### config.mk
export PLATFORM = sky130hd
export DESIGN_NAME = swb_engine
export DESIGN_NICKNAME = d
export VERILOG_FILES = /design/src/verilog/swb_pkg.sv /design/src/verilog/swb_engine.sv
export SDC_FILE = /design/constraint.sdc
export NUM_CORES = 1
export LEC_CHECK = 0
export BUFFER_PORTS_ARGS = -buffer_cell sky130_fd_sc_hd__buf_2
export CAP_MARGIN = 20
export CORE_MARGIN = 2
export CORE_UTILIZATION = 60
export CTS_CLUSTER_DIAMETER = 150
export DETAILED_ROUTE_END_ITERATION = 10
export PLACE_DENSITY = 0.79
export RECOVER_POWER = 25
export SYNTH_ARGS = -nofsm -noshare
export SYNTH_HDL_FRONTEND = slang
export SYNTH_SLANG_ARGS = --single-unit
### constraint.sdc
create_clock -name clk_i -period 4.5 [get_ports clk_i]
set_input_delay 0 -clock clk_i [delete_from_list [all_inputs] [get_ports clk_i]]
set_output_delay 0 -clock clk_i [all_outputs]
set_load 0.03 [all_outputs]
### src/verilog/swb_pkg.sv
/*
  Constants shared by the single-wire byte read/write engine.
  Assumes a 20 MHz system clock; host link bits arrive MSB first.
*/
// Summary of operation
// - Write-byte code plus data byte sends that byte as eight slots.
// - Write-byte code arriving while busy: code and data unacknowledged, ignored.
// - Write-byte completes in eight slot periods plus at most 262.5 ns.
// - Bus waits for whole byte since host is MSB first, bus LSB first.
// - Write-byte bus activity starts within 262.5 ns of data LSB falling edge.
// - Busy flag stays high for eight slot periods during either byte command.
// - After either byte command the read pointer rests on status.
// - Write-byte uses current speed, strong pullup and active pullup settings.
// - Read-byte code, no parameter, makes eight read slots, stores result.
// - Each read slot is a write-one slot; one command gives eight bits.
// - Read-byte code arriving while busy is unacknowledged and discarded.
// - Read-byte starts within 262.5 ns, ends within eight slots plus that.
// - A write-one slot samples the bus level to get the returned bit.
package swb_pkg;
  localparam logic [7:0] CMD_WRITE_BYTE = 8'hA5;
  localparam logic [7:0] CMD_READ_BYTE  = 8'h96;
  localparam int         CLK_MHZ        = 20;
  // Start latency 262.5 ns, in tenths of ns
  localparam int         LAT_NS_X10     = 2625;
  localparam int         LAT_CYC        = (LAT_NS_X10 * CLK_MHZ) / 10000;
  localparam int         TW             = 16;
  localparam logic [3:0] ACK_BIT        = 4'h8;
  localparam logic [2:0] LAST_IDX       = 3'h7;
  localparam int         SLOTS          = 8;
  localparam logic       PTR_RST        = 1'b1;

  // Least time in ns to cycles, rounded up, at least one
  function automatic logic [TW-1:0] ns_to_cyc(input int ns);
    int c;
    c = (ns * CLK_MHZ + 999) / 1000;
    if (c < 1) begin
      c = 1;
    end
    return TW'(c);
  endfunction
endpackage

### src/verilog/swb_engine.sv
/*
  Byte write/read command engine: takes command bytes from the host link
  (sampled clock, data, frame), drives the single-wire bus open-drain.
  Assumes frame_i is high for the length of one host transaction.
*/
`timescale 1ns/1ps
module swb_engine #(
  parameter int STD_SLOT_NS = 70000,
  parameter int STD_W0L_NS  = 60000,
  parameter int STD_W1L_NS  = 6000,
  parameter int STD_MSR_NS  = 10000,
  parameter int OD_SLOT_NS  = 10000,
  parameter int OD_W0L_NS   = 7500,
  parameter int OD_W1L_NS   = 1000,
  parameter int OD_MSR_NS   = 2000,
  parameter int APU_NS      = 500
) (
  // Clock and reset
  input  wire logic       clk_i,
  input  wire logic       rst_b_i,
  // Host link
  input  wire logic       scl_i,
  input  wire logic       sda_i,
  input  wire logic       frame_i,
  output logic            sda_o,
  output logic            sda_oe_o,
  // Configuration
  input  wire logic       overdrive_speed_select_i,
  input  wire logic       strong_pullup_enable_i,
  input  wire logic       active_pullup_enable_i,
  input  wire logic       ptr_sel_data_i,
  // Single-wire bus
  input  wire logic       ow_i,
  output logic            ow_o,
  output logic            ow_oe_o,
  output logic            spu_o,
  output logic            apu_o,
  // Status
  output logic            bus_busy_flag_o,
  output logic [7:0]      read_data_o,
  output logic            ptr_status_o
);
  localparam logic [swb_pkg::TW-1:0] STD_SLOT_C = swb_pkg::ns_to_cyc(STD_SLOT_NS);
  localparam logic [swb_pkg::TW-1:0] STD_W0L_C  = swb_pkg::ns_to_cyc(STD_W0L_NS);
  localparam logic [swb_pkg::TW-1:0] STD_W1L_C  = swb_pkg::ns_to_cyc(STD_W1L_NS);
  localparam logic [swb_pkg::TW-1:0] STD_MSR_C  = swb_pkg::ns_to_cyc(STD_MSR_NS);
  localparam logic [swb_pkg::TW-1:0] OD_SLOT_C  = swb_pkg::ns_to_cyc(OD_SLOT_NS);
  localparam logic [swb_pkg::TW-1:0] OD_W0L_C   = swb_pkg::ns_to_cyc(OD_W0L_NS);
  localparam logic [swb_pkg::TW-1:0] OD_W1L_C   = swb_pkg::ns_to_cyc(OD_W1L_NS);
  localparam logic [swb_pkg::TW-1:0] OD_MSR_C   = swb_pkg::ns_to_cyc(OD_MSR_NS);
  localparam logic [swb_pkg::TW-1:0] APU_C      = swb_pkg::ns_to_cyc(APU_NS);

  typedef enum logic [2:0] {H_IDLE, H_CODE, H_DATA, H_RWAIT, H_DROP} swb_host_t;
  typedef enum logic       {W_IDLE, W_SLOT} swb_wire_t;

  logic                    scl_m_r, scl_s_r, scl_d_r;
  logic                    sda_m_r, sda_s_r;
  logic                    frm_m_r, frm_s_r;
  logic                    ow_m_r, ow_s_r;
  swb_host_t               hst_r;
  swb_wire_t               wst_r;
  logic [3:0]              bit_cnt_r;
  logic [7:0]              sh_r;
  logic                    ack_ph_r;
  logic                    sda_oe_r;
  logic [swb_pkg::TW-1:0]  tmr_r;
  logic [2:0]              idx_r;
  logic [7:0]              tx_r;
  logic [7:0]              rx_r;
  logic [7:0]              rd_data_r;
  logic                    rd_cmd_r, od_r, spu_lat_r, apu_lat_r;
  logic                    busy_r, ow_oe_r, spu_r, apu_r, ptr_r;
  logic                    zero_r;
  logic [swb_pkg::TW+3:0]  busy_cyc_r;

  logic                    scl_rise, scl_fall, lsb_fall, ack_fall;
  logic                    code_wr, code_rd, go_wr, go_rd, start, ack_go;
  logic [swb_pkg::TW-1:0]  slot_c, w1l_c, w0l_c, msr_c, low_c;
  logic                    slot_end, bit_one;

  ////////////////////////////////////////////////////////////////////////
  // Synchronisers for pins from outside the clock domain
  always_ff @(posedge clk_i or negedge rst_b_i) begin
    if (!rst_b_i) begin
      scl_m_r <= 1'b1;
      scl_s_r <= 1'b1;
      scl_d_r <= 1'b1;
      sda_m_r <= 1'b1;
      sda_s_r <= 1'b1;
      frm_m_r <= 1'b0;
      frm_s_r <= 1'b0;
      ow_m_r  <= 1'b1;
      ow_s_r  <= 1'b1;
    end else begin
      scl_m_r <= scl_i;
      scl_s_r <= scl_m_r;
      scl_d_r <= scl_s_r;
      sda_m_r <= sda_i;
      sda_s_r <= sda_m_r;
      frm_m_r <= frame_i;
      frm_s_r <= frm_m_r;
      ow_m_r  <= ow_i;
      ow_s_r  <= ow_m_r;
    end
  end

  assign scl_rise = scl_s_r & ~scl_d_r;
  assign scl_fall = ~scl_s_r & scl_d_r;
  assign lsb_fall = scl_fall && (bit_cnt_r == swb_pkg::ACK_BIT) && !ack_ph_r;
  assign ack_fall = scl_fall && ack_ph_r;
  assign code_wr  = (sh_r == swb_pkg::CMD_WRITE_BYTE) && !busy_r;
  assign code_rd  = (sh_r == swb_pkg::CMD_READ_BYTE) && !busy_r;
  // Write starts only once the whole data byte is in
  assign go_wr    = (hst_r == H_DATA) && lsb_fall;
  assign go_rd    = (hst_r == H_RWAIT) && ack_fall;
  assign start    = go_wr | go_rd;
  assign ack_go   = lsb_fall && (((hst_r == H_CODE) && (code_wr | code_rd)) || (hst_r == H_DATA));

  ////////////////////////////////////////////////////////////////////////
  // Host byte framing, acknowledge and command decode
  always_ff @(posedge clk_i or negedge rst_b_i) begin
    if (!rst_b_i) begin
      hst_r     <= H_IDLE;
      bit_cnt_r <= '0;
      sh_r      <= '0;
      ack_ph_r  <= 1'b0;
      sda_oe_r  <= 1'b0;
    end else if (!frm_s_r) begin
      hst_r     <= H_IDLE;
      bit_cnt_r <= '0;
      ack_ph_r  <= 1'b0;
      sda_oe_r  <= 1'b0;
    end else begin
      if (scl_rise && (bit_cnt_r < swb_pkg::ACK_BIT)) begin
        sh_r      <= {sh_r[6:0], sda_s_r};
        bit_cnt_r <= bit_cnt_r + 4'h1;
      end
      if (lsb_fall) begin
        ack_ph_r <= 1'b1;
        sda_oe_r <= ack_go;
      end else if (ack_fall) begin
        ack_ph_r  <= 1'b0;
        sda_oe_r  <= 1'b0;
        bit_cnt_r <= '0;
      end
      case (hst_r)
        H_IDLE: begin
          hst_r <= H_CODE;
        end
        H_CODE: begin
          if (lsb_fall) begin
            if (code_wr) begin
              hst_r <= H_DATA;
            end else if (code_rd) begin
              hst_r <= H_RWAIT;
            end else begin
              hst_r <= H_DROP;
            end
          end
        end
        H_DATA: begin
          if (go_wr) begin
            hst_r <= H_DROP;
          end
        end
        H_RWAIT: begin
          if (go_rd) begin
            hst_r <= H_DROP;
          end
        end
        H_DROP: begin
          hst_r <= H_DROP;
        end
        default: begin
          hst_r <= H_IDLE;
        end
      endcase
    end
  end

  ////////////////////////////////////////////////////////////////////////
  // Slot timing, speed chosen at command start
  assign slot_c   = od_r ? OD_SLOT_C : STD_SLOT_C;
  assign w0l_c    = od_r ? OD_W0L_C : STD_W0L_C;
  assign w1l_c    = od_r ? OD_W1L_C : STD_W1L_C;
  assign msr_c    = od_r ? OD_MSR_C : STD_MSR_C;
  // Read slots are write-one slots
  assign bit_one  = rd_cmd_r | tx_r[idx_r];
  assign low_c    = bit_one ? w1l_c : w0l_c;
  assign slot_end = (wst_r == W_SLOT) && (tmr_r == slot_c - swb_pkg::TW'(1));

  always_ff @(posedge clk_i or negedge rst_b_i) begin
    if (!rst_b_i) begin
      wst_r     <= W_IDLE;
      tmr_r     <= '0;
      idx_r     <= '0;
      tx_r      <= '0;
      rd_cmd_r  <= 1'b0;
      od_r      <= 1'b0;
      spu_lat_r <= 1'b0;
      apu_lat_r <= 1'b0;
      busy_r    <= 1'b0;
    end else if (start && (wst_r == W_IDLE)) begin
      wst_r     <= W_SLOT;
      tmr_r     <= '0;
      idx_r     <= '0;
      tx_r      <= go_wr ? sh_r : '1;
      rd_cmd_r  <= go_rd;
      od_r      <= overdrive_speed_select_i;
      spu_lat_r <= go_wr & strong_pullup_enable_i;
      apu_lat_r <= active_pullup_enable_i;
      busy_r    <= 1'b1;
    end else if (wst_r == W_SLOT) begin
      if (slot_end) begin
        tmr_r <= '0;
        if (idx_r == swb_pkg::LAST_IDX) begin
          wst_r  <= W_IDLE;
          busy_r <= 1'b0;
        end else begin
          idx_r <= idx_r + 3'h1;
        end
      end else begin
        tmr_r <= tmr_r + swb_pkg::TW'(1);
      end
    end
  end

  ////////////////////////////////////////////////////////////////////////
  // Bus drive, sampling and pullups
  always_ff @(posedge clk_i or negedge rst_b_i) begin
    if (!rst_b_i) begin
      ow_oe_r <= 1'b0;
      apu_r   <= 1'b0;
      zero_r  <= 1'b0;
    end else begin
      ow_oe_r <= (wst_r == W_SLOT) && (tmr_r < low_c);
      apu_r   <= apu_lat_r && (wst_r == W_SLOT) && (tmr_r >= low_c) && (tmr_r < low_c + APU_C);
      zero_r  <= 1'b0;
    end
  end

  always_ff @(posedge clk_i or negedge rst_b_i) begin
    if (!rst_b_i) begin
      rx_r      <= '0;
      rd_data_r <= '0;
    end else begin
      if ((wst_r == W_SLOT) && (tmr_r == msr_c)) begin
        rx_r[idx_r] <= ow_s_r;
      end
      if (slot_end && (idx_r == swb_pkg::LAST_IDX) && rd_cmd_r) begin
        rd_data_r <= rx_r;
      end
    end
  end

  // Strong pullup after a write byte, until the next command or until strong_pullup_enable_i is cleared
  always_ff @(posedge clk_i or negedge rst_b_i) begin
    if (!rst_b_i) begin
      spu_r <= 1'b0;
    end else if (start) begin
      spu_r <= 1'b0;
    end else if (slot_end && (idx_r == swb_pkg::LAST_IDX)) begin
      spu_r <= spu_lat_r;
    end else begin
      spu_r <= spu_r & strong_pullup_enable_i;
    end
  end

  // Read pointer: status after each byte command
  always_ff @(posedge clk_i or negedge rst_b_i) begin
    if (!rst_b_i) begin
      ptr_r <= swb_pkg::PTR_RST;
    end else if (start) begin
      ptr_r <= 1'b1;
    end else if (ptr_sel_data_i) begin
      ptr_r <= 1'b0;
    end
  end

  // Busy length counter, checked below
  always_ff @(posedge clk_i or negedge rst_b_i) begin
    if (!rst_b_i) begin
      busy_cyc_r <= '0;
    end else if (start && !busy_r) begin
      busy_cyc_r <= '0;
    end else if (busy_r) begin
      busy_cyc_r <= busy_cyc_r + (swb_pkg::TW+4)'(1);
    end
  end

  assign sda_o           = zero_r;
  assign sda_oe_o        = sda_oe_r;
  assign ow_o            = zero_r;
  assign ow_oe_o         = ow_oe_r;
  assign spu_o           = spu_r;
  assign apu_o           = apu_r;
  assign bus_busy_flag_o = busy_r;
  assign read_data_o     = rd_data_r;
  assign ptr_status_o    = ptr_r;

  ////////////////////////////////////////////////////////////////////////
  // Checks
  localparam int LAT = swb_pkg::LAT_CYC;
endmodule

== After elaboration in Yosys (flattened, before gate mapping) ==
Index checks and enable logic that the tools add are counted.
W data, S select, Z words.

* Bits in registers: 79

* $add $sub $neg: 5
* Magnitude comparators: 6
* Equal/unequal tests: 15
* Mux-type cells: 46
* Bitwise operators: 10
* Reductions and logical operators: 32

{| class="wikitable"
|+ Operators by type and width
! operator !! number
|-
| $mux W16 || 3
|-
| $mux W11 || 3
|-
| $mux W3 || 10
|-
| $logic_and A1 B1 Y1 || 20
|-
| $mux W1 || 19
|-
| $add A16 B1 Y16 const B || 1
|-
| $eq A16 B16 Y1 || 1
|-
| $eq A16 B8 Y1 || 1
|-
| $eq A8 B8 Y1 const B || 2
|-
| $ge A16 B11 Y1 || 1
|-
| $lt A16 B11 Y1 || 1
|-
| $lt A16 B12 Y1 || 1
|-
| $mux W4 || 4
|-
| $mux W8 || 2
|-
| $pmux W3 S5 || 1
|-
| $add A11 B4 Y12 const B || 1
|-
| $sub A11 B1 Y12 const B || 1
|-
| $ne A3 B3 Y1 const B || 3
|-
| $reduce_and A3 Y1 || 3
|-
| $bwmux W8 || 1
|-
| $reduce_bool A2 Y1 || 4
|-
| $mux W7 || 1
|-
| $eq A3 B2 Y1 const B || 2
|-
| $eq A3 B3 Y1 const B || 2
|-
| 18 further kinds || 26
|}

== Depth between registers and ports, before layout ==
* Depth in word-level cells: 9
* Depth in mapped cells: 12
* Gate-level depth less buffers: 12

== Least setup slack after synthesis ==
Ideal clock, no wire load.

* Path kind: register -> register
* Start: reg idx_r[0]
* End: reg apu_r (netlist: apu_o)
* Setup time: 0.104 ns
* Arrival: 3.127 ns
* Data required time: 4.396 ns
* Slack: 1.270 ns
* Cell stages (with the launch flop): 13
* Buffers on the path: 1
* Path through: dfrtp_1 -> clkbuf_1 -> mux4_2 -> a211oi_1 -> inv_1 -> ha_1 -> xnor2_1 -> ha_1 -> a21oi_1 -> nor2b_1 -> o21ai_0 -> o211ai_1 -> a221oi_1

* Cells in the longest elaborated chain, start to end: 7
* Elaborated cells on any way between the ends: 9
* Those cells by class: add/sub (1); order compare (2); mux (3); bitwise (1); reduce/logical (2)

{| class="wikitable"
|+ RTL lines
! item !! RTL line !! RTL
|-
| start, declared || swb_engine.sv:67 || <nowiki>logic [2:0] idx_r;</nowiki>
|-
| start signal, assigned || swb_engine.sv:220 || <nowiki>idx_r <= idx_r + 3'h1;</nowiki>
|-
| $bmux W1 S3 * || swb_engine.sv:188 || <nowiki>assign bit_one = rd_cmd_r | tx_r[idx_r];</nowiki>
|-
| $mux W1 (not written as such) * || swb_engine.sv:188 ||
|-
| $or A1 B1 Y1 * || swb_engine.sv:188 ||
|-
| $mux W11 * || swb_engine.sv:189 || <nowiki>assign low_c = bit_one ? w1l_c : w0l_c;</nowiki>
|-
| $add A11 B4 Y12 / $ge A16 B11 Y1 (equally long branches) || swb_engine.sv:237 || <nowiki>apu_r <= apu_lat_r && (wst_r == W_SLOT) && (tmr_r >= low_c) && (tmr_r < low_c + APU_C);</nowiki>
|-
| $lt A16 B12 Y1 / $logic_and A1 B1 Y1 (equally long branches) || swb_engine.sv:237 ||
|-
| $logic_and A1 B1 Y1 * || swb_engine.sv:237 ||
|-
| end signal, assigned || swb_engine.sv:237 ||
|-
| end, declared || swb_engine.sv:72 || <nowiki>logic busy_r, ow_oe_r, spu_r, apu_r, ptr_r;</nowiki>
|}

Mark *: on every way between the ends. The rest lies on a longest branch, timed or not. The select of a mux whose other input is x is not followed.
A chain may end at the register's enable or synchronous reset.

== Worst setup path in the final report ==
Ends and elaborated chain as after synthesis.

==> impl_metrics.json <==
{
  "totalPowerFinal_mw": 1.383,
  "seq_area_frac_synth": 0.4763,
  "drv_cap": 1,
  "wire_per_inst_um": 16.30,
  "diodes": 0,
  "finalHoldViolations": 0,
  "synth_top_cell_by_area": "dfrtp_1",
  "io_pins": 26,
  "hp-class": "input pin to flop",
  "core_area_mm2": 0.006756,
  "drt-pass1-iter-count": 4,
  "path_clk_slew_ns": 0.09,
  "grt_max_degree": 80,
  "cp.arrival_ns": 3.78,
  "holdWs_ns": 0.2836,
  "avgSynthCellArea_um2": 10.92,
  "finalSetupViolCount": 0,
  "first_iter_violations": 153,
  "cts_inserted_buffers": 9,
  "final_cells": 490,
  "dp_hpwl_um": 5401,
  "ys_top_cells_by_area": "dfrtp_1 (43%), ha_1 (8.1%), mux2_2 (7.3%)",
  "maxSlewViolCount": 80,
  "synth_area_mm2": 0.004172,
  "antenna_found_initial": 0,
  "area_delta_synth_final_pct": 9.178,
  "skew_ns": 0.008250,
  "path_max_fanout": 12,
  "dp_cells": 465,
  "power.density_mw_per_mm2": 303.7,
  "h-tree-depth": 3,
  "synth_common_cells": "dfrtp_1 (71), ha_1 (27), mux2_2 (27), nor2_1 (27), nand2_1 (21)",
  "critPathRequiredTime_ns": 4.76,
  "yosys_warnings": 0,
  "async_flop_share": 1.000,
  "clk_latency_ns": 0.36,
  "fin_tns_setup_ns": 0,
  "synth_ff_type": "dfrtp_1",
  "power_leakage_nw": 2.119,
  "yosysMostFrequentCell": "dfrtp_1",
  "grt_pass1_vias": 2912,
  "ys_seq_elements": 79,
  "synth_cells": 382,
  "synth_edf_count": 0,
  "max-clock-path-buffers": 2,
  "layout-drive-gt1-share": 0.1732,
  "synthDistinctLibCells": 59,
  "slowest_stage": "dfrtp_1",
  "endpoint_kind": "flop",
  "crit_type": "flop to flop",
  "wirelength_um": 7985,
  "rsz0062_at_grt": "no",
  "via_count": 2951,
  "vias_per_cell": 6.022,
  "drc": 0,
  "worstMarginPinSlew_ns": 1.920,
  "dieArea_mm2": 0.007635,
  "place.gp.congestion": 0.9854,
  "fmax_mhz": 283.9,
  "io_buffers": 23,
  "final_antenna_net_count": 0,
  "dp_slack_ns": 0.9944,
  "crit_family": "compound AO/OA/AOI/OAI gates",
  "grt_pass1_wl_um": 13560,
  "status": "finished, violations left",
  "setup_ws_ns": 0.9774,
  "start_kind": "flop",
  "fin_nets": 442,
  "min_path_cells": 2,
  "grt.total_usage": 0.2298,
  "crit_cells": 12,
  "cp.buffers_inverters": 1,
  "chipHeight_um": 87.38,
  "violations": "capacitance limit, slew limit",
  "cts_tree": "built",
  "clock_sinks": 79,
  "period_minus_slack_ns": 3.523,
  "cp_cell_sequence": "mux4_2, nor2b_1, a211oi_1, inv_1, ha_1, xnor2_1, ha_1, a21oi_1, nor2b_1, o21ai_0, o211ai_1, a221oi_1",
  "root_buffer": "clkbuf_8",
  "finalCritPeriodShare": 0.7828,
  "max_slew_margin": -0.2802,
  "yosysTopAreaCellShare": 0.4259,
  "reg2reg_depth": 12,
  "die_w_um": 87.38,
  "max_stage_delay_ns": 0.59,
  "start_util": 0.6174,
  "ir_drop_mv": 0.2007,
  "fp-row-count": 30,
  "overflow": 0
}
## registers in the layout, summed over array words and instances, names as in the netlist, 3 cells and up
register / count
tmr_r: 16
read_data_o: 8
rx_r: 8
sh_r: 8
tx_r: 8
bit_cnt_r: 4
hst_r: 3
idx_r: 3
## per-layer routing
layer / vias to the layer above / wire length, um / track usage
met3: 22 / 266 / 0.04076
met4: 0 / 225 / 0.1273
met5: - / 0 / 0
met2: 66 / 3820 / 0.3685
met1: 1440 / 3673 / 0.2945
li1: 1423 / - / -
## repair_timing
action,4_1_cts,5_1_grt
hold buffers,9,0
gates resized for setup,0,0
buffers inserted,0,0
hold endpoints to repair,80,0
## power breakdown
part	switching (mW)	total [mW]	internal [mW]	leakage (nW)
clock network	0.283	0.507	0.224	0.0914
registers	0.0449	0.792	0.747	1.05
logic	0.0373	0.0836	0.0462	0.977
## cell usage in the layout, fill, tap and decap left out, drive strengths merged, types with 3 or more instances in the layout
cell type and n:
and2 3, nand4 10, nor3b 4, dfrtp 71
a22o 5, clkbuf 25, dlygate4sd3 9, o21ai 8
nand3 14, buf 8, nor3 6, nor2 27
nand3b 4, a21o 6, and3 4, dfstp 8
a211oi 3, nand2 21, nand2b 5, ha 27
o22a 8, o211ai 3, inv 22, a21boi 3
or2 4, nor4bb 3, xnor2 4, mux2 27
nor2b 5, mux2i 4, a21oi 15, a31oi 11
## cell families (layout without fill, tap and decap cells)
logic type               Yosys count  count (layout)  share of synthesized area
adder cells (fa/ha/maj)           27              27                    0.08098
AND/OR/NAND/NOR                  123             123                     0.1704
buffers and inverters             40              67                    0.04079
AO/OA/AOI/OAI                     73              73                     0.1248
flip-flops                        79              79                     0.4763
multiplexers                      33              33                    0.09328
XOR/XNOR                           6               6                    0.01260
other                              1               2                  0.0008990
## worst paths after layout
path                                 startpoint                      to  slack (ns)
hold / removal                            scl_i       scl_m_r$_DFF_PN1_        0.28
setup / recovery           idx_r[0]$_DFFE_PN0P_         apu_o$_DFF_PN0_        0.98
setup reg to reg           idx_r[0]$_DFFE_PN0P_         apu_o$_DFF_PN0_        0.98
max in group asynchronous               rst_b_i     rx_r[0]$_DFFE_PN0P_        2.66
hold reg to reg               sda_m_r$_DFF_PN1_       sda_s_r$_DFF_PN1_        0.35
min in group asynchronous               rst_b_i  bit_cnt_r[2]$_DFF_PN0_        0.72
## layout make-up
| type | count | area [um^2] |
|---|---|---|
| Clock inverter | 6 | 52.55 |
| Clock buffer | 10 | 137.6 |
| Tap cell | 80 | 100.1 |
| Sequential cell | 79 | 1987 |
| Multi-Input combinational cell | 264 | 2018 |
| Timing Repair Buffer | 32 | 187.7 |
| Inverter | 19 | 71.32 |
| Fill cell | 524 | 2202 |
## through the flow
step	area, um^2	util
floorplan	4175	-
global placement	4294	0.6356
detailed placement	4294	0.6356
CTS	4574	0.6770
global route	4554	0.6741
finish	4554	0.6741
No activity file was read; power rests on OpenSTA's default activity.
